$ cat src/inc/adcmux_pkg.sv
// Constants and types shared by the converter input-mux and coding logic.
// Assumes a 32-bit AXI4-Lite register bus, one register per aligned word.
package adcmux_pkg;

  // Register indices; byte address is four times the index
  localparam logic [5:0] ADCMUX_IDX_STATUS     = 6'h00;
  localparam logic [5:0] ADCMUX_IDX_MODE       = 6'h01;
  localparam logic [5:0] ADCMUX_IDX_DATA       = 6'h04;
  localparam logic [5:0] ADCMUX_IDX_CH_BASE    = 6'h10;
  localparam logic [5:0] ADCMUX_IDX_SETUP_BASE = 6'h20;

  // Sizes
  localparam int ADCMUX_NUM_CH    = 16;
  localparam int ADCMUX_NUM_SETUP = 8;
  localparam int ADCMUX_RES_W     = 24;
  localparam int ADCMUX_PIN_N     = 17;

  // Pin codes used in the channel input field
  localparam logic [4:0] ADCMUX_HV_LAST   = 5'h0A;
  localparam logic [4:0] ADCMUX_LL_FIRST  = 5'h0B;
  localparam logic [4:0] ADCMUX_LL_COMMON = 5'h0F;
  localparam logic [4:0] ADCMUX_VCOMMON   = 5'h10;

  // Mode register fields
  localparam int         ADCMUX_MODE_REFEN_BIT = 15;
  localparam int         ADCMUX_MODE_SCYC_BIT  = 13;
  localparam int         ADCMUX_MODE_FIELD_LSB = 4;
  localparam logic [2:0] ADCMUX_MODE_CONT      = 3'h0;

  // Channel register fields
  localparam int ADCMUX_CH_EN_BIT    = 15;
  localparam int ADCMUX_CH_SETUP_LSB = 12;
  localparam int ADCMUX_CH_POS_LSB   = 5;
  localparam int ADCMUX_CH_NEG_LSB   = 0;

  // Setup register fields
  localparam int ADCMUX_SU_BIPOLAR_BIT = 12;
  localparam int ADCMUX_SU_INBUF_LSB   = 8;
  localparam int ADCMUX_SU_REFSEL_LSB  = 4;

  // Reference select codes
  localparam logic [1:0] ADCMUX_REF_EXT    = 2'h0;
  localparam logic [1:0] ADCMUX_REF_INT    = 2'h2;
  localparam logic [1:0] ADCMUX_REF_SUPPLY = 2'h3;

  // Reset values
  localparam logic [15:0] ADCMUX_MODE_RST  = 16'h2000;
  localparam logic [15:0] ADCMUX_CH0_RST   = 16'h8001;
  localparam logic [15:0] ADCMUX_CHN_RST   = 16'h0001;
  localparam logic [15:0] ADCMUX_SETUP_RST = 16'h1000;

  // Bus responses
  localparam logic [1:0] ADCMUX_RESP_OKAY   = 2'h0;
  localparam logic [1:0] ADCMUX_RESP_SLVERR = 2'h2;

  typedef enum logic [0:0] {ADCMUX_IDLE, ADCMUX_CONVERT} adcmux_state_t;

endpackage

$ cat src/verilog/adcmux_pair_decode.sv
// Decodes one channel input field into legal one-hot mux selections.
// Pure combinational; the caller registers the outputs.
`timescale 1ns/1ps
module adcmux_pair_decode
  import adcmux_pkg::*;
(
  input  wire logic [9:0]              inputField,
  input  wire logic [1:0]              inBufEn,
  output logic      [ADCMUX_PIN_N-1:0] posOneHot,
  output logic      [ADCMUX_PIN_N-1:0] negOneHot,
  output logic                         legal,
  output logic                         hvPath,
  output logic                         bypass
);

  wire logic [4:0] posPin = inputField[ADCMUX_CH_POS_LSB +: 5];
  wire logic [4:0] negPin = inputField[ADCMUX_CH_NEG_LSB +: 5];

  // High-voltage legality: fixed even/odd pairs or any input against common
  wire logic posHv    = posPin <= ADCMUX_HV_LAST;
  wire logic hvDiff   = posHv && !posPin[0] && (negPin == posPin + 5'h01)
                        && (posPin != ADCMUX_HV_LAST);
  wire logic hvSingle = posHv && (negPin == ADCMUX_VCOMMON);
  // Low-level crosspoint: any two distinct low-level pins, either role
  wire logic posLl    = (posPin >= ADCMUX_LL_FIRST) && (posPin <= ADCMUX_LL_COMMON);
  wire logic negLl    = (negPin >= ADCMUX_LL_FIRST) && (negPin <= ADCMUX_LL_COMMON);
  wire logic llPair   = posLl && negLl && (posPin != negPin);

  assign legal  = hvDiff || hvSingle || llPair;
  assign hvPath = hvDiff || hvSingle;
  // Buffers off means mux drives the sampling capacitor directly
  assign bypass = (inBufEn == 2'h0);

  // One-hot pin selects; an illegal pair leaves the mux open
  genvar p;
  generate
    for (p = 0; p < ADCMUX_PIN_N; p++)
    begin : gSel
      assign posOneHot[p] = legal && (posPin == 5'(p));
      assign negOneHot[p] = legal && (negPin == 5'(p));
    end
  endgenerate

endmodule

$ cat src/verilog/adcmux_ctrl.sv
// Channel sequencer, input-pair mux control, reference control and output
// coding for a 24-bit converter, with an AXI4-Lite register slave.
// Assumes the modulator/filter runs on clk and returns one signed result
// per started conversion as a one-cycle convDone pulse.
//
// Summary of operation
// Sixteen channels, each picking its own input pair through the mux.
// Enabled channels are converted in ascending order, lowest to highest.
// Channels whose enable bit is clear are skipped.
// After the highest enabled channel, continuous mode wraps to the lowest.
// Input buffers can be bypassed; mux then feeds the sampler directly.
// High-voltage differential pairs: 0/1, 2/3, 4/5, 6/7, 8/9, 10/common.
// Up to eleven high-voltage inputs pair with the common input singly.
// Software should enable input buffers for high-voltage channels.
// Any low-level input may be either member of a pair.
// Low-level differential pairs are 11/12 and 13/14.
// Up to four low-level inputs pair with input 15 as common.
// Unipolar coding is straight binary: zero, midscale top bit, full ones.
// Bipolar coding is offset binary: zero input gives top bit only.
// High-voltage results carry the one-tenth divider attenuation.
// Low-level results have no attenuation; result width is 24 bits.
// Setup bits 5:4 pick external, supply or internal reference.
// External reference is selected after reset.
// Internal reference off after reset; drives its pin once enabled.
// Internal reference enable is mode register bit 15.
//
// Design decisions made here: register access over AXI4-Lite and the register addresses.
`timescale 1ns/1ps
module adcmux_ctrl
  import adcmux_pkg::*;
#(
  parameter int ADDR_W = 8
)
(
  input  wire logic                     clk,
  input  wire logic                     srst,
  input  wire logic [ADDR_W-1:0]        awaddr,
  input  wire logic                     awvalid,
  output logic                          awready,
  input  wire logic [31:0]              wdata,
  input  wire logic [3:0]               wstrb,
  input  wire logic                     wvalid,
  output logic                          wready,
  output logic [1:0]                    bresp,
  output logic                          bvalid,
  input  wire logic                     bready,
  input  wire logic [ADDR_W-1:0]        araddr,
  input  wire logic                     arvalid,
  output logic                          arready,
  output logic [31:0]                   rdata,
  output logic [1:0]                    rresp,
  output logic                          rvalid,
  input  wire logic                     rready,
  input  wire logic                     convDone,
  input  wire logic [ADCMUX_RES_W-1:0]  convRaw,
  output logic                          convStart,
  output logic [ADCMUX_PIN_N-1:0]       muxPosSel,
  output logic [ADCMUX_PIN_N-1:0]       muxNegSel,
  output logic                          bufferBypass,
  output logic                          attenuatedPath,
  output logic [1:0]                    referenceSelect,
  output logic                          referenceOutputEnable
);

  logic [15:0]             modeReg;
  logic [15:0]             chReg [ADCMUX_NUM_CH];
  logic [15:0]             setupReg [ADCMUX_NUM_SETUP];
  logic [ADCMUX_RES_W-1:0] resultReg;
  logic [3:0]              resultCh;
  logic                    dataReady;
  logic [3:0]              curCh;
  adcmux_state_t           state;

  // Byte-lane merge for the 16-bit registers
  function automatic logic [15:0] mergeHalf(input logic [15:0] old,
                                            input logic [31:0] data,
                                            input logic [3:0]  strb);
    logic [15:0] res;
    res = old;
    if (strb[0])
      res[7:0] = data[7:0];
    if (strb[1])
      res[15:8] = data[15:8];
    return res;
  endfunction

  // Next enabled channel above cur, wrapping; used for advance and restart
  function automatic logic [4:0] nextEnabled(input logic [ADCMUX_NUM_CH-1:0] mask,
                                             input logic [3:0]               cur);
    logic [4:0] res;
    logic [3:0] idx;
    res = 5'h00;
    for (int i = ADCMUX_NUM_CH; i >= 1; i--)
    begin
      idx = cur + 4'(i);
      if (mask[idx])
        res = {1'b1, idx};
    end
    return res;
  endfunction

  // Enable mask gathered from all channel registers
  logic [ADCMUX_NUM_CH-1:0] enMask;
  genvar c;
  generate
    for (c = 0; c < ADCMUX_NUM_CH; c++)
    begin : gEn
      assign enMask[c] = chReg[c][ADCMUX_CH_EN_BIT];
    end
  endgenerate

  // Current channel and its setup
  wire logic [15:0] curChReg = chReg[curCh];
  wire logic [2:0]  curSetup = curChReg[ADCMUX_CH_SETUP_LSB +: 3];
  wire logic [15:0] curSuReg = setupReg[curSetup];
  wire logic        bipolar  = curSuReg[ADCMUX_SU_BIPOLAR_BIT];
  wire logic [2:0]  modeSel  = modeReg[ADCMUX_MODE_FIELD_LSB +: 3];
  wire logic        contMode = (modeSel == ADCMUX_MODE_CONT);

  // Pair decode for the channel under conversion
  logic [ADCMUX_PIN_N-1:0] decPos;
  logic [ADCMUX_PIN_N-1:0] decNeg;
  logic                    decLegal;
  logic                    decHv;
  logic                    decBypass;

  adcmux_pair_decode uDecode (
    .inputField (curChReg[9:0]),
    .inBufEn    (curSuReg[ADCMUX_SU_INBUF_LSB +: 2]),
    .posOneHot  (decPos),
    .negOneHot  (decNeg),
    .legal      (decLegal),
    .hvPath     (decHv),
    .bypass     (decBypass)
  );

  // Output coding; raw is a signed fraction of the reference
  wire logic [ADCMUX_RES_W-1:0] bipolarCode  = {~convRaw[ADCMUX_RES_W-1],
                                                convRaw[ADCMUX_RES_W-2:0]};
  wire logic [ADCMUX_RES_W-1:0] unipolarCode = convRaw[ADCMUX_RES_W-1]
                                               ? '0
                                               : {convRaw[ADCMUX_RES_W-2:0], 1'b0};
  // Divider attenuation is analog; the code scaling itself is identical
  wire logic [ADCMUX_RES_W-1:0] codedResult  = bipolar ? bipolarCode : unipolarCode;

  // Sequencer decisions
  wire logic [4:0] advance  = nextEnabled(enMask, curCh);
  wire logic [4:0] firstCh  = nextEnabled(enMask, 4'hF);
  wire logic       convEnd  = (state == ADCMUX_CONVERT) && convDone;

  // Bus decode
  wire logic [5:0] wrIdx    = awaddr[7:2];
  wire logic [5:0] rdIdx    = araddr[7:2];
  wire logic       wrFire   = awready;
  wire logic       rdFire   = arready;
  wire logic       wrMode   = wrIdx == ADCMUX_IDX_MODE;
  wire logic       wrCh     = wrIdx[5:4] == ADCMUX_IDX_CH_BASE[5:4];
  wire logic       wrSetup  = wrIdx[5:3] == ADCMUX_IDX_SETUP_BASE[5:3];
  wire logic       wrHit    = wrMode || wrCh || wrSetup;
  wire logic       rdIsCh   = rdIdx[5:4] == ADCMUX_IDX_CH_BASE[5:4];
  wire logic       rdIsSu   = rdIdx[5:3] == ADCMUX_IDX_SETUP_BASE[5:3];
  wire logic       rdIsData = rdIdx == ADCMUX_IDX_DATA;
  wire logic       rdIsStat = rdIdx == ADCMUX_IDX_STATUS;
  wire logic       rdIsMode = rdIdx == ADCMUX_IDX_MODE;
  wire logic       rdHit    = rdIsCh || rdIsSu || rdIsData || rdIsStat || rdIsMode;
  wire logic [31:0] statusWord = {24'h000000, curCh, 1'b0,
                                  state == ADCMUX_CONVERT, !decLegal, dataReady};
  wire logic [31:0] rdWord   = rdIsCh   ? {16'h0000, chReg[rdIdx[3:0]]}
                             : rdIsSu   ? {16'h0000, setupReg[rdIdx[2:0]]}
                             : rdIsMode ? {16'h0000, modeReg}
                             : rdIsData ? {8'h00, resultReg}
                             : rdIsStat ? statusWord
                             : 32'h00000000;

  // Write channel: address and data taken together, one at a time
  always_ff @(posedge clk)
  begin
    if (srst)
    begin
      awready <= 1'b0;
      wready  <= 1'b0;
      bvalid  <= 1'b0;
      bresp   <= ADCMUX_RESP_OKAY;
    end
    else
    begin
      awready <= awvalid && wvalid && !awready && !bvalid;
      wready  <= awvalid && wvalid && !awready && !bvalid;
      if (wrFire)
      begin
        bvalid <= 1'b1;
        bresp  <= wrHit ? ADCMUX_RESP_OKAY : ADCMUX_RESP_SLVERR;
      end
      else if (bready)
        bvalid <= 1'b0;
    end
  end

  // Read channel: data captured in the accept cycle
  always_ff @(posedge clk)
  begin
    if (srst)
    begin
      arready <= 1'b0;
      rvalid  <= 1'b0;
      rdata   <= 32'h00000000;
      rresp   <= ADCMUX_RESP_OKAY;
    end
    else
    begin
      arready <= arvalid && !arready && !rvalid;
      if (rdFire)
      begin
        rvalid <= 1'b1;
        rdata  <= rdWord;
        rresp  <= rdHit ? ADCMUX_RESP_OKAY : ADCMUX_RESP_SLVERR;
      end
      else if (rready)
        rvalid <= 1'b0;
    end
  end

  // Configuration registers
  always_ff @(posedge clk)
  begin
    if (srst)
    begin
      modeReg <= ADCMUX_MODE_RST;
      for (int i = 0; i < ADCMUX_NUM_CH; i++)
        chReg[i] <= (i == 0) ? ADCMUX_CH0_RST : ADCMUX_CHN_RST;
      for (int i = 0; i < ADCMUX_NUM_SETUP; i++)
        setupReg[i] <= ADCMUX_SETUP_RST;
    end
    else if (wrFire)
    begin
      if (wrMode)
        modeReg <= mergeHalf(modeReg, wdata, wstrb);
      if (wrCh)
        chReg[wrIdx[3:0]] <= mergeHalf(chReg[wrIdx[3:0]], wdata, wstrb);
      if (wrSetup)
        setupReg[wrIdx[2:0]] <= mergeHalf(setupReg[wrIdx[2:0]], wdata, wstrb);
    end
  end

  // Sequencer: one conversion per enabled channel, ascending, wrapping
  always_ff @(posedge clk)
  begin
    if (srst)
    begin
      state     <= ADCMUX_IDLE;
      curCh     <= 4'h0;
      convStart <= 1'b0;
    end
    else
    begin
      convStart <= 1'b0;
      case (state)
        ADCMUX_IDLE:
        begin
          if (contMode && firstCh[4])
          begin
            curCh     <= firstCh[3:0];
            convStart <= 1'b1;
            state     <= ADCMUX_CONVERT;
          end
        end
        ADCMUX_CONVERT:
        begin
          if (convDone)
          begin
            if (contMode && advance[4])
            begin
              curCh     <= advance[3:0];
              convStart <= 1'b1;
            end
            else
              state <= ADCMUX_IDLE;
          end
        end
        default:
          state <= ADCMUX_IDLE;
      endcase
    end
  end

  // Result capture; a new result beats a clearing read in the same cycle
  always_ff @(posedge clk)
  begin
    if (srst)
    begin
      resultReg <= '0;
      resultCh  <= 4'h0;
      dataReady <= 1'b0;
    end
    else if (convEnd)
    begin
      resultReg <= codedResult;
      resultCh  <= curCh;
      dataReady <= 1'b1;
    end
    else if (rdFire && rdIsData)
      dataReady <= 1'b0;
  end

  // Analog control outputs, registered from the current channel, its setup and the mode register
  always_ff @(posedge clk)
  begin
    if (srst)
    begin
      muxPosSel             <= '0;
      muxNegSel             <= '0;
      bufferBypass          <= 1'b0;
      attenuatedPath        <= 1'b0;
      referenceSelect       <= ADCMUX_REF_EXT;
      referenceOutputEnable <= 1'b0;
    end
    else
    begin
      muxPosSel             <= decPos;
      muxNegSel             <= decNeg;
      bufferBypass          <= decBypass;
      attenuatedPath        <= decHv;
      referenceSelect       <= curSuReg[ADCMUX_SU_REFSEL_LSB +: 2];
      referenceOutputEnable <= modeReg[ADCMUX_MODE_REFEN_BIT];
    end
  end

endmodule

$ cat config.mk
export PLATFORM = sky130hd
export DESIGN_NAME = adcmux_ctrl
export DESIGN_NICKNAME = d
export VERILOG_FILES = /design/src/inc/adcmux_pkg.sv /design/src/verilog/adcmux_pair_decode.sv /design/src/verilog/adcmux_ctrl.sv
export SDC_FILE = /design/constraint.sdc
export NUM_CORES = 1
export LEC_CHECK = 0
export BUFFER_PORTS_ARGS = -buffer_cell sky130_fd_sc_hd__buf_2
export CAP_MARGIN = 20
export CORE_ASPECT_RATIO = 1.75
export CORE_MARGIN = 1.5
export CORE_UTILIZATION = 40
export CTS_CLUSTER_DIAMETER = 100
export DETAILED_ROUTE_END_ITERATION = 16
export GPL_ROUTABILITY_DRIVEN = 0
export GPL_TIMING_DRIVEN = 0
export PLACE_DENSITY_LB_ADDON = 0.05
export SYNTH_ARGS = -nofsm -noshare
export SYNTH_HDL_FRONTEND = slang
export SYNTH_HIERARCHICAL = 1
export SYNTH_SLANG_ARGS = --single-unit
export TNS_END_PERCENT = 20
$ cat constraint.sdc
create_clock -name clk -period 4.8 [get_ports clk]
set_clock_uncertainty 0.05 [all_clocks]
set_input_delay 0.96 -clock clk [delete_from_list [all_inputs] [get_ports clk]]
set_output_delay 0.96 -clock clk [all_outputs]
set_load 0.01 [all_outputs]
# Yosys cells after proc, flatten, opt, wreduce, memory -nomap -nowiden
# Memories as Yosys holds them, arrays and structs flattened. A register that Yosys moved wholly into a read port is not among the register bits.
# Cells that the tools add are included.
# Widths: inputs -> output; s select.
word_totals:
  ff_bits: 126
  ramBits: 384
  out_inout_bits: 81
  inputBits: 84
  elab_cells: 316
  mem_count: 2
op_classes:
  eq_ne: 50
  reduce_logical: 82
  muxes: 123
  magnitude_cmp: 21
  n_addsub: 16
  bitwise_logic: 2
memory_table:
  columns: ["memory", "words", "word_bits", "read_ports", "rd_clocked_by_memory_dff", "write_ports", "line", "source"]
  rows:
  - ["chReg", 16, 16, 18, 1, 16, "adcmux_ctrl.sv:66", "logic [15:0] chReg [ADCMUX_NUM_CH];"]
  - ["setupReg", 8, 16, 2, 0, 8, "adcmux_ctrl.sv:67", "logic [15:0] setupReg [ADCMUX_NUM_SETUP];"]
op_table:
  columns: ["op", "count"]
  rows:
  - ["$mux 5", 32]
  - ["$mux 24", 6]
  - ["$mux 8", 17]
  - ["$eq 5x4->1 const B", 16]
  - ["$lt 4x5->1 const B", 16]
  - ["$bmux 1 s4", 16]
  - ["$logic_and 1x1->1", 51]
  - ["$eq 5x3->1 const B", 8]
  - ["$mux 1", 36]
  - ["$add 4x4->4 const B", 8]
  - ["$mux 16", 2]
  - ["$reduce_or 16->1", 2]
  - ["$mux 4", 6]
  - ["$eq 5x2->1 const B", 4]
  - ["$ne 17x2->1 const B", 1]
  - ["$add 4x3->4 const B", 4]
  - ["$ne 4x4->1 const B", 4]
  - ["$le 5x4->1 const B", 3]
  - ["$eq 6x1->1 const B", 2]
  - ["$eq 5x1->1 const B", 2]
  - ["$eq 5x5->1 const B", 2]
  - ["$ge 5x4->1 const B", 2]
  - ["$logic_not 5->1", 2]
  - ["$add 4x2->4 const B", 2]
  - ["other kinds (24)", 50]

# Depth between registers and ports, before layout
# Gate-level depths: netlist of run 1.
# An unclocked memory read counts as a cell.
logic_depth:
  word_depth: 25
  ltp_mapped: 18
  depth_no_buf: 13

# Hierarchy
# The synthesis of run 1 kept the hierarchy.
modules_own_cells:
  columns: ["mod", "n_inst", "seq_area_each_um2", "area_each_um2", "cells_per_inst"]
  rows:
  - ["adcmux_ctrl", 1, 13933.4, 26235.2, 1971]
  - ["adcmux_pair_decode", 1, 0.0, 777.0, 103]

# Worst setup path before layout of run 1
# OpenSTA, ideal clock, no wires.
synth_path:
  kind: "register to register"
  startpoint: "register (tool-made name)"
  endpoint: "register rdata[1]"
  path_buffers: 6
  path_stages_with_launch: 19
  synth_period_minus_slack_ps: 4680
  arrival_time_ps: 4544
  path_slack_ps: 120
  setup_time_ps: 86
  required_ps: 4664
  cell_sequence: "dfxtp_1 > buf_6 > buf_6 > buf_1 > mux4_2 > mux4_2 > buf_6 > clkbuf_1 > and3_1 > ha_1 > xnor2_1 > nor4b_4 > a311oi_4 > buf_6 > inv_2 > nand2b_1 > a22oi_1 > a21oi_1 > a211oi_1"
synth_rtl:
  columns: ["item", "line", "source"]
  rows:
  - ["to (signal assigned)", "adcmux_ctrl.sv:215", "rdata <= rdWord;"]
  - ["to (decl)", "adcmux_ctrl.sv:50", "output logic [31:0] rdata,"]

==> reports/metrics.yaml, run 1 <==
wirelength_um: 98400
dp_cells: 3112
final-setup-viol-count: 0
irDropWorstVdd_mv: 0.251
dp_hpwl_um: 74700
endpoint_kind: "register"
post-route-period-util: 0.963
power_density_nw_per_um2: 437
hp-start: "bvalid"
ys_warn_count: 6
coreArea_um2: 66600
rsz0062_at_grt: "no"
drive_above_1_share: 0.246
setup_tns_ns: 0
nNetsFinal: 2371
swShare: 0.350
boundaryPins: 165
grt_antenna_before_repair: 3
hold_viol: 0
grt_max_degree: 20
ys_seq_area_frac: 0.516
drc: 0
post_dp_cell_area_um2: 28900
start_util: 0.405
synth_cell_types: 73
intPower_w: 0.00869
vias: 18635
max_slew.worst_pin.slew_ns: 1.16
syn-cell-area_um2: 27000
cts_hold_buf: 0
worstHoldPathType: "register to register"
io_buffers: 126
status: "finished, final reports clean"
antenna_left: 0
required_ns: 5.31
max_freq_mhz: 216
cts_sinks: 504
startpoint_type: "register"
vias_per_cell: 5.82
grt_usage: 0.289
dieArea_um2: 69200
synth_cells: 2074
root_buffer: "clkbuf_16"
cts_buffer_depth: 3
grt.overflow.total: 0
synth_edf_count: 384
period_minus_slack_ns: 4.62
die_h_um: 347
slew_viol_final: 0
power.switching_w: 0.00468
pwr-share-comb: 0.344
fin_util: 0.459
row_count: 125
stdcell_count: 3202
clock_power_share: 0.283
maxSlewHeadroom: 0.223
fin_area_um2: 30600
wl_per_cell_um: 30.7
leakage_nw: 10.9
finalPower_w: 0.0134
fp.dieW_um: 199
postSynth.asyncResetShare: 0
cts_tree: "built"
avgSynthCellArea_um2: 13.0
htreeDepth: 2
synth_seq_cells: 504
areaGrowthSynthToFinish_pct: 13.3
clk_latency_ns: 0.64
grt_pass1_vias: 19130
cts.clk_slew.worst_paths_ns: 0.06
worstPathMaxFanout: 10
fill_cells: 6174
share_seq_of_total_power: 0.372
max_cap_violations: 0
cts_buffers: 49
dr.first_iter.drc_count: 1391
dr.pass1.iters: 6
worst-setup-path-type: "register to register"
synth_flop_cell: "edfxtp_1"
grt_pass1_wl_um: 139000
cp.arrival_ns: 5.13
cell families (layout without fill, tap and decap cells):
kind of cell / count (synthesis) / count (layout) / synth area share
adders and majority gates: 12 / 12 / 0.00556
xor gates and xnor gates: 21 / 21 / 0.00709
and+or+nand+nor: 855 / 855 / 0.179
other: 2 / 17 / 0.000278
AOI/OAI and AO/OA: 189 / 189 / 0.0506
buffers and inverters: 204 / 428 / 0.0341
muxes: 287 / 287 / 0.207
DFF: 504 / 504 / 0.516
worst max-delay path: stages, from the launching register on:
cell      delay [ns]
dfxtp_1         0.33
buf_6           0.17
buf_6           0.22
buf_8           0.20
mux4_2          0.59
mux4_2          0.62
ha_2            0.27
and3_1          0.19
ha_1            0.28
xnor2_1         0.24
nor4b_4         0.10
a311oi_4        0.34
buf_6           0.20
inv_2           0.04
nand2b_1        0.14
a22oi_2         0.24
a21oi_1         0.08
a211oi_1        0.22
path summary, 6_finish.rpt:
check	end	slack (ns)	cells past startpoint
max	rdata[1]	0.18	17
min reg2reg	wready	0.40	1
min	wready	0.40	1
max reg2reg	rdata[1]	0.18	17
final cells by class:
cell class | count | area [µm²] | area share
Tap cell | 889 | 1110 | 0.0364
Clock buffer | 72 | 1400 | 0.0456
Buffer | 176 | 885 | 0.0289
Multi-Input combinational cell | 1380 | 12300 | 0.401
Timing Repair Buffer | 139 | 801 | 0.0262
Clock inverter | 16 | 114 | 0.00372
Sequential cell | 504 | 13900 | 0.455
Antenna cell | 1 | 2.50 | 0.0000818
Inverter | 25 | 93.8 | 0.00307
synth_stat cells (all sizes together), types with 44 or more instances:
master / n / share of area
buf: 60 / 0.014
a21oi: 49 / 0.0091
nand2b: 44 / 0.010
mux4: 215 / 0.18
edfxtp: 384 / 0.43
or2: 49 / 0.011
nand2: 58 / 0.0081
nor2: 160 / 0.022
and2: 348 / 0.081
nor2b: 46 / 0.011
clkbuf: 119 / 0.017
dfxtp: 120 / 0.089
mux2i: 63 / 0.024
power groups by stage:
| stage | registers (W) | logic, W | clock network, W |
|---|---|---|---|
| 5_1_grt | 0.00499 | 0.00487 | 0.00399 |
| 4_1_cts | 0.00498 | 0.00453 | 0.00383 |
| 2_1_floorplan | 0.00502 | 0.00308 | 0 |
| 3_5_place_dp | 0.00506 | 0.00446 | 0 |
| 6_report | 0.00498 | 0.00460 | 0.00379 |
| 3_3_place_gp | 0.00505 | 0.00442 | 0 |
sequential cells by signal, summed over array words and instances (netlist names), 2 cells and up, named ones only:
signal           count
curCh                4
referenceSelect      2
setupReg           128
chReg              256
modeReg             16
muxPosSel           17
resultReg           24
rdata               24
muxNegSel           17
timing repair:
item	4_1_cts	5_1_grt
gates resized for setup	39	15
pin swaps	1	0
setup endpoints to repair	39	10
setup buffers	3	0
endpoints found under the hold margin	0	0
through the flow:
stage	hold slack [ns]	setup WS, ns
3_3_place_gp	0.376	-1.27
6_report	0.404	0.176
2_1_floorplan	0.387	0.120
5_1_grt	0.444	0.00232
3_5_place_dp	0.385	-1.27
4_1_cts	0.403	0.0270
routing by layer:
metal / vias to the layer above / part of all wire / global-route usage
li1: 8155 / - / -
met2: 768 / 0.54 / 0.533
met5: - / 0.00024 / 0
met4: 4 / 0.081 / 0.199
met1: 9433 / 0.33 / 0.298
met3: 275 / 0.050 / 0.0392
layout by cell type (no fill, tap or decap), drive strengths merged, types with 5 or more instances in the layout:
cell type	synthesis	routed
xor2	8	8
nor3	40	40
mux2i	63	63
nand2	58	58
o22ai	6	6
o21ai	18	18
o221ai	5	5
nand3	41	41
mux2	9	9
or2	49	49
inv	24	25
edfxtp	384	384
clkinv	1	13
nand2b	44	44
a211oi	18	18
a31oi	5	5
a21oi	49	49
conb	2	16
nor3b	10	10
and2	348	348
dfxtp	120	120
o211ai	8	8
mux4	215	215
nor4	14	14
a221o	5	5
xnor2	13	13
clkbuf	119	188
a311oi	37	37
or3	25	25
buf	60	199
nor4b	6	6
nor2b	46	46
ha	12	12
nor2	160	160
a221oi	12	12
Power figures use the tool's default switching activity.
==> run 2: changes to the inputs <==
Settings changed: HOLD_SLACK_MARGIN set to 0.12, RECOVER_POWER set to 50.
==> run 2 against run 1 <==
Maximum frequency decreased by 0.14%. Sequential power hardly changed. Final area decreased by 0.31%. Sequential share of layout area rose by 0.14 points. Hold slack better by 0.0027 ns. Register-to-register slack barely moved. Combinational power about the same. Largest cell class unchanged. Largest power group unchanged.
==> reports/metrics.yaml, run 2 (synthesis gave the netlist of run 1 again) <==
min_to: "wready"
busiest_layer: "met2"
top_register: "chReg"
max_slew.worst_pin.slew_ns: 1.17  # +0.00778 ns
critPathMostFrequentCell: "buf_6"
maxSlewHeadroom: 0.218  # -0.00520
io_buffers: 126  # unchanged
cp.arrival_ns: 5.14  # about the same
top_regs: "chReg: 256 flops, setupReg: 128 flops"
final_cell_mix: "edfxtp_1 (384), mux4_2 (215), and2_1 (214)"
reg2reg_depth: 17  # unchanged
boundaryPins: 165  # unchanged
root_buffer: "clkbuf_16"
period_minus_slack_ns: 4.63  # +0.00667 ns
grtUsageMet3: 0.0392  # unchanged
max_cap_violations: 0  # unchanged
wl_per_cell_um: 30.9  # +0.43%
drive_above_1_share: 0.208  # -0.0381
dieArea_um2: 69200  # unchanged
grt_antenna_before_repair: 3  # unchanged
grt.overflow.total: 0  # unchanged
pwr-share-comb: 0.343  # about the same
final_common_cell: "edfxtp_1"
grt_usage: 0.289  # unchanged
multi_input_area_um2: 12300  # unchanged
slew_viol_final: 0  # unchanged
seqCellArea_um2: 13900  # unchanged
cp_top_family: "multiplexers"
grt_util_met1: 0.298  # unchanged
drc: 0  # unchanged
power_density_nw_per_um2: 438  # +0.38%
fp.dieW_um: 199  # unchanged
post-route-period-util: 0.965  # +0.00139
coreArea_um2: 66600  # unchanged
startpoint_type: "register"
use_met2: 0.533  # unchanged
worstPathMaxFanout: 10  # unchanged
swShare: 0.351  # +0.00116
start_util: 0.405  # unchanged
stdcell_count: 3202  # unchanged
vias_per_cell: 5.81  # -0.10%
grt_max_degree: 20  # unchanged
finalPower_w: 0.0134  # about the same
grt_pass1_vias: 19130  # unchanged
irDropWorstVdd_mv: 0.252  # +0.23%
rsz0062_at_grt: "no"
share_seq_of_total_power: 0.372  # about the same
clock_power_share: 0.284  # about the same
hold_depth: 1  # unchanged
max_freq_mhz: 216  # -0.14%
wirelength_um: 98800  # +0.43%
status: "finished, final reports clean"
hp-start: "bvalid"
cts_buffer_depth: 3  # unchanged
cpPeakStageDelay_ns: 0.62  # about the same
rr_endpoint: "rdata[1]"
dp_hpwl_um: 74700  # unchanged
final-setup-viol-count: 0  # unchanged
cts_buffers: 49  # unchanged
path_cells: "buf_6 -> buf_6 -> buf_8 -> mux4_2 -> mux4_2 -> ha_2 -> and3_1 -> ha_1 -> xnor2_1 -> nor4b_4 -> a311oi_4 -> buf_6 -> inv_2 -> nand2b_1 -> a22oi_2 -> a21oi_1 -> a211oi_1"
antenna_left: 0  # unchanged
worstHoldPathType: "register to register"
critical_path.slowest_cell: "mux4_2"
dp_cells: 3112  # unchanged
cts_hold_buf: 0  # unchanged
worst-setup-path-type: "register to register"
dr.pass1.iters: 6  # unchanged
vias: 18616  # -0.10%
cts_tree: "built"
path_buf_inv: 5  # unchanged
dr.first_iter.drc_count: 1400  # +0.65%
fill_cells: 6211  # +0.60%
required_ns: 5.31  # about the same
htreeDepth: 2  # unchanged
areaGrowthSynthToFinish_pct: 12.9
endpoint_kind: "register"
reg2reg_slack_ns: 0.17  # about the same
timing.final.ws_setup_ns: 0.169  # -0.00667 ns
largest_reg_flops: 256  # unchanged
cts_sinks: 504  # unchanged
fin_util: 0.458  # -0.00143
intPower_w: 0.00868  # -0.11%
grt_pass1_wl_um: 139000  # unchanged
power.switching_w: 0.00470  # +0.40%
nNetsFinal: 2371  # unchanged
hold_viol: 0  # unchanged
clk_latency_ns: 0.64  # about the same
die_h_um: 347  # unchanged
row_count: 125  # unchanged
leakage_nw: 10.4  # -4.4%
post-place-ws_ns: -1.27  # unchanged
cts.clk_slew.worst_paths_ns: 0.06  # about the same
[run 2: cell count changes in the layout (fill, tap and decap cells not counted)]
cell      before  now
and2_0         0  134
and2_1       348  214
buf_1         14   11
buf_2        139   69
buf_4         23   20
clkbuf_1     124  199
clkbuf_4       3    4
or2_0          0   16
or2_2         49   33
[run 2: worst max-delay path by stage]
| stage | start | end | slack, ns | cells past startpoint |
|---|---|---|---|---|
| final | register | rdata[1] | 0.17 | 17 |
| after global routing | register | rdata[1] | 0.002 | 17 |
| after CTS | register | rdata[1] | 0.03 | 17 |
| after detailed placement | register | rdata[1] | -1.27 | 18 |
| after global placement | register | rdata[1] | -1.27 | 18 |
| after floorplan | register | rdata[1] | 0.12 | 18 |
[run 2: area by class of cell]
type / count / area share
Clock inverter: 16 / 0.00373
Sequential cell: 504 / 0.457
Tap cell: 889 / 0.0365
Timing Repair Buffer: 139 / 0.0231
Inverter: 25 / 0.00308
Multi-Input combinational cell: 1380 / 0.402
Clock buffer: 72 / 0.0457
Antenna cell: 1 / 0.0000820
Buffer: 176 / 0.0290
[run 2: per-stage QoR]
stage | TNS (ns) | cell area, µm² | hold slack (ns)
after global placement | -29.28 | 28800 | 0.376
final | 0 | 30500 | 0.407
after CTS | 0 | 30500 | 0.403
after floorplan | 0 | 27100 | 0.387
after detailed placement | -28.60 | 28900 | 0.385
after global routing | 0 | 30500 | 0.446
[run 2: worst register-to-register path: stages (launching register included)]
cell	delay (ns)
dfxtp_1	0.33
buf_6	0.16
buf_6	0.23
buf_8	0.21
mux4_2	0.60
mux4_2	0.62
ha_2	0.28
and3_1	0.19
ha_1	0.28
xnor2_1	0.24
nor4b_4	0.10
a311oi_4	0.34
buf_6	0.21
inv_2	0.04
nand2b_1	0.14
a22oi_2	0.24
a21oi_1	0.08
a211oi_1	0.22
[run 2: layer usage]
metal  vias to the layer above  share of wire
met3                       266          0.049
met4                         4          0.079
met5                         -        0.00023
li1                       8156              -
met2                       718           0.54
met1                      9472           0.34
[run 2: timing repair]
action,in CTS,in global routing
resized for setup,39,15
buffers inserted,3,0
setup endpoints to repair,39,10
pin swaps,1,0
[run 2: power groups by stage]
stage,Combinational (W),Clock [W],Sequential (W)
after CTS,0.00453,0.00383,0.00498
final,0.00459,0.00380,0.00498
after global routing,0.00486,0.00399,0.00499
after global placement,0.00442,0,0.00505
after detailed placement,0.00446,0,0.00506
after floorplan,0.00308,0,0.00502
==> run 3: changes to the inputs <==
Settings changed: CORE_ASPECT_RATIO 1.75 to 0.5.
==> run 3 against run 2 <==
Sequential power hardly changed. Combinational power hardly changed. Register-to-register slack worse by 0.10 ns. Hold slack worse by 0.0097 ns. First-iteration DRC count is 35% higher. Core utilization is 0.063 points lower. Largest cell class unchanged. Highest routed layer unchanged. Via count is 0.59% higher. Die area hardly changed. Non-clock buffer count stayed put. The run now ends with max-capacitance violations, max-slew violations left.
==> reports/metrics.yaml, run 3 (synthesis gave the netlist of run 1 again) <==
vias_per_cell: 5.83  # +0.24%
cts_buffer_depth: 3  # unchanged
drc: 0  # unchanged
grt_pass1_wl_um: 132000  # -5.1%
startpoint_type: "register"
clk_latency_ns: 0.61  # -0.03 ns
top_register: "chReg"
max_slew.worst_pin.slew_ns: 1.83  # +0.655 ns
io_buffers: 126  # unchanged
post-place-ws_ns: -1.57  # -0.297 ns
drive_above_1_share: 0.211  # +0.00337
areaGrowthSynthToFinish_pct: 13.2
root_buffer: "clkbuf_16"
grt_antenna_before_repair: 7  # +4
wl_per_cell_um: 28.9  # -6.4%
endpoint_kind: "register"
rsz0062_at_grt: "no"
start_util: 0.404  # -0.00164
worstHoldPathType: "register to register"
max_freq_mhz: 211  # -2.1%
final_cell_mix: "edfxtp_1 (384), and2_1 (227), mux4_2 (215)"
grt_pass1_vias: 18168  # -5.0%
coreArea_um2: 66900  # +0.41%
fin_area_um2: 30600  # +0.27%
path_cells: "clkbuf_4 -> clkbuf_4 -> mux4_2 -> mux4_2 -> ha_2 -> and3_1 -> ha_1 -> xnor2_2 -> nor4b_4 -> a311oi_4 -> buf_6 -> inv_2 -> nand2b_1 -> a22oi_2 -> a21oi_2 -> a211oi_1"
maxSlewHeadroom: -0.220  # -0.438
power_density_nw_per_um2: 444  # +1.2%
wirelength_um: 92800  # -6.1%
row_count: 67  # -46%
period_minus_slack_ns: 4.73  # +0.101 ns
critical_path.slowest_cell: "mux4_2"
post-route-period-util: 0.986  # +0.0211
cts_tree: "built"
timing.final.ws_setup_ns: 0.0677  # -0.101 ns
hold_viol: 0  # unchanged
cts_sinks: 504  # unchanged
final-setup-viol-count: 0  # unchanged
max_cap_violations: 1  # +1
dieArea_um2: 69200  # about the same
nNetsFinal: 2371  # unchanged
top_regs: "chReg: 256 flops, setupReg: 128 flops"
finalPower_w: 0.0136  # +1.5%
grt_usage: 0.268  # -0.0211
violations: "max-capacitance violations, max-slew violations"
grt.overflow.total: 0  # unchanged
grt_max_degree: 20  # unchanged
vias: 18725  # +0.59%
boundaryPins: 165  # unchanged
worst-setup-path-type: "register to register"
cp.arrival_ns: 5.20  # +0.06 ns
slew_viol_final: 10  # +10
antenna_left: 0  # unchanged
fin_hold_ws_ns: 0.397  # -0.00973 ns
cts_buffers: 49  # unchanged
final_common_cell: "edfxtp_1"
largest_reg_flops: 256  # unchanged
dr.pass1.iters: 8  # +2
dp_hpwl_um: 69200  # -7.3%
htreeDepth: 2  # unchanged
cpPeakStageDelay_ns: 0.67  # +0.05 ns
die_h_um: 187  # -46%
required_ns: 5.27  # -0.04 ns
dr.first_iter.drc_count: 1887  # +35%
cts.clk_slew.worst_paths_ns: 0.07  # about the same
irDropWorstVdd_mv: 0.240  # -4.8%
worstPathMaxFanout: 10  # unchanged
post_dp_cell_area_um2: 28900  # about the same
status: "complete, but fails checks"
fin_util: 0.457  # -0.000633
fp.dieW_um: 371  # +86%
leakage_nw: 10.4  # +0.65%
## run 3: layer usage
metal / track usage / vias up / share of wire
met2: 0.394 / 813 / 0.44
met5: 0 / - / 0.00013
met4: 0.0728 / 2 / 0.027
met3: 0.0652 / 128 / 0.086
li1: - / 8179 / -
met1: 0.395 / 9603 / 0.45
## run 3: metrics by stage
step,TNS (ns),instances
floorplan,0,2088
CTS,0,3207
detailed placement,-35.19,3118
global placement,-33.44,3111
finish,0,3213
global route,0,3210
## run 3: final timing paths
path	startpoint	to	slack, ns	depth (start not counted)
max reg2reg	register	rdata[1]	0.07	16
max	register	rdata[1]	0.07	16
min reg2reg	bvalid	wready	0.40	1
min	bvalid	wready	0.40	1
## run 3: worst max-delay path, delay by kind of cell, from the launching register on
kind	cells	cell delay, ns
buffers and inverters	4	0.95
and+or+nand+nor	3	0.44
muxes	2	1.05
adders and majority gates	2	0.60
DFF	1	0.49
xor gates and xnor gates	1	0.18
AOI/OAI and AO/OA	4	0.84
## run 3: area by class of cell
class | instances | area (µm²)
antenna | 3 | 7.51
buffer | 176 | 896
clock buffer | 66 | 1380
clock inverter | 23 | 191
fill | 6172 | 36300
inverter | 25 | 93.8
multi-input combinational | 1380 | 12300
sequential | 504 | 13900
tap | 897 | 1120
timing repair buffer | 139 | 694
## run 3: power breakdown
part	switching [W]	total, W	internal (W)
Combinational	0.00281	0.00461	0.00181
Sequential	0.000130	0.00499	0.00486
Clock	0.00179	0.00398	0.00218
Total	0.00473	0.0136	0.00884
## run 3: what timing repair did
action | CTS | global route
endpoints found under the hold margin | 0 | 0
setup endpoints to repair | 39 | 11
hold buffers | 0 | 0
pin swaps | 1 | 0
buffers inserted | 3 | 0
resized for setup | 42 | 14
cloned | 0 | 0
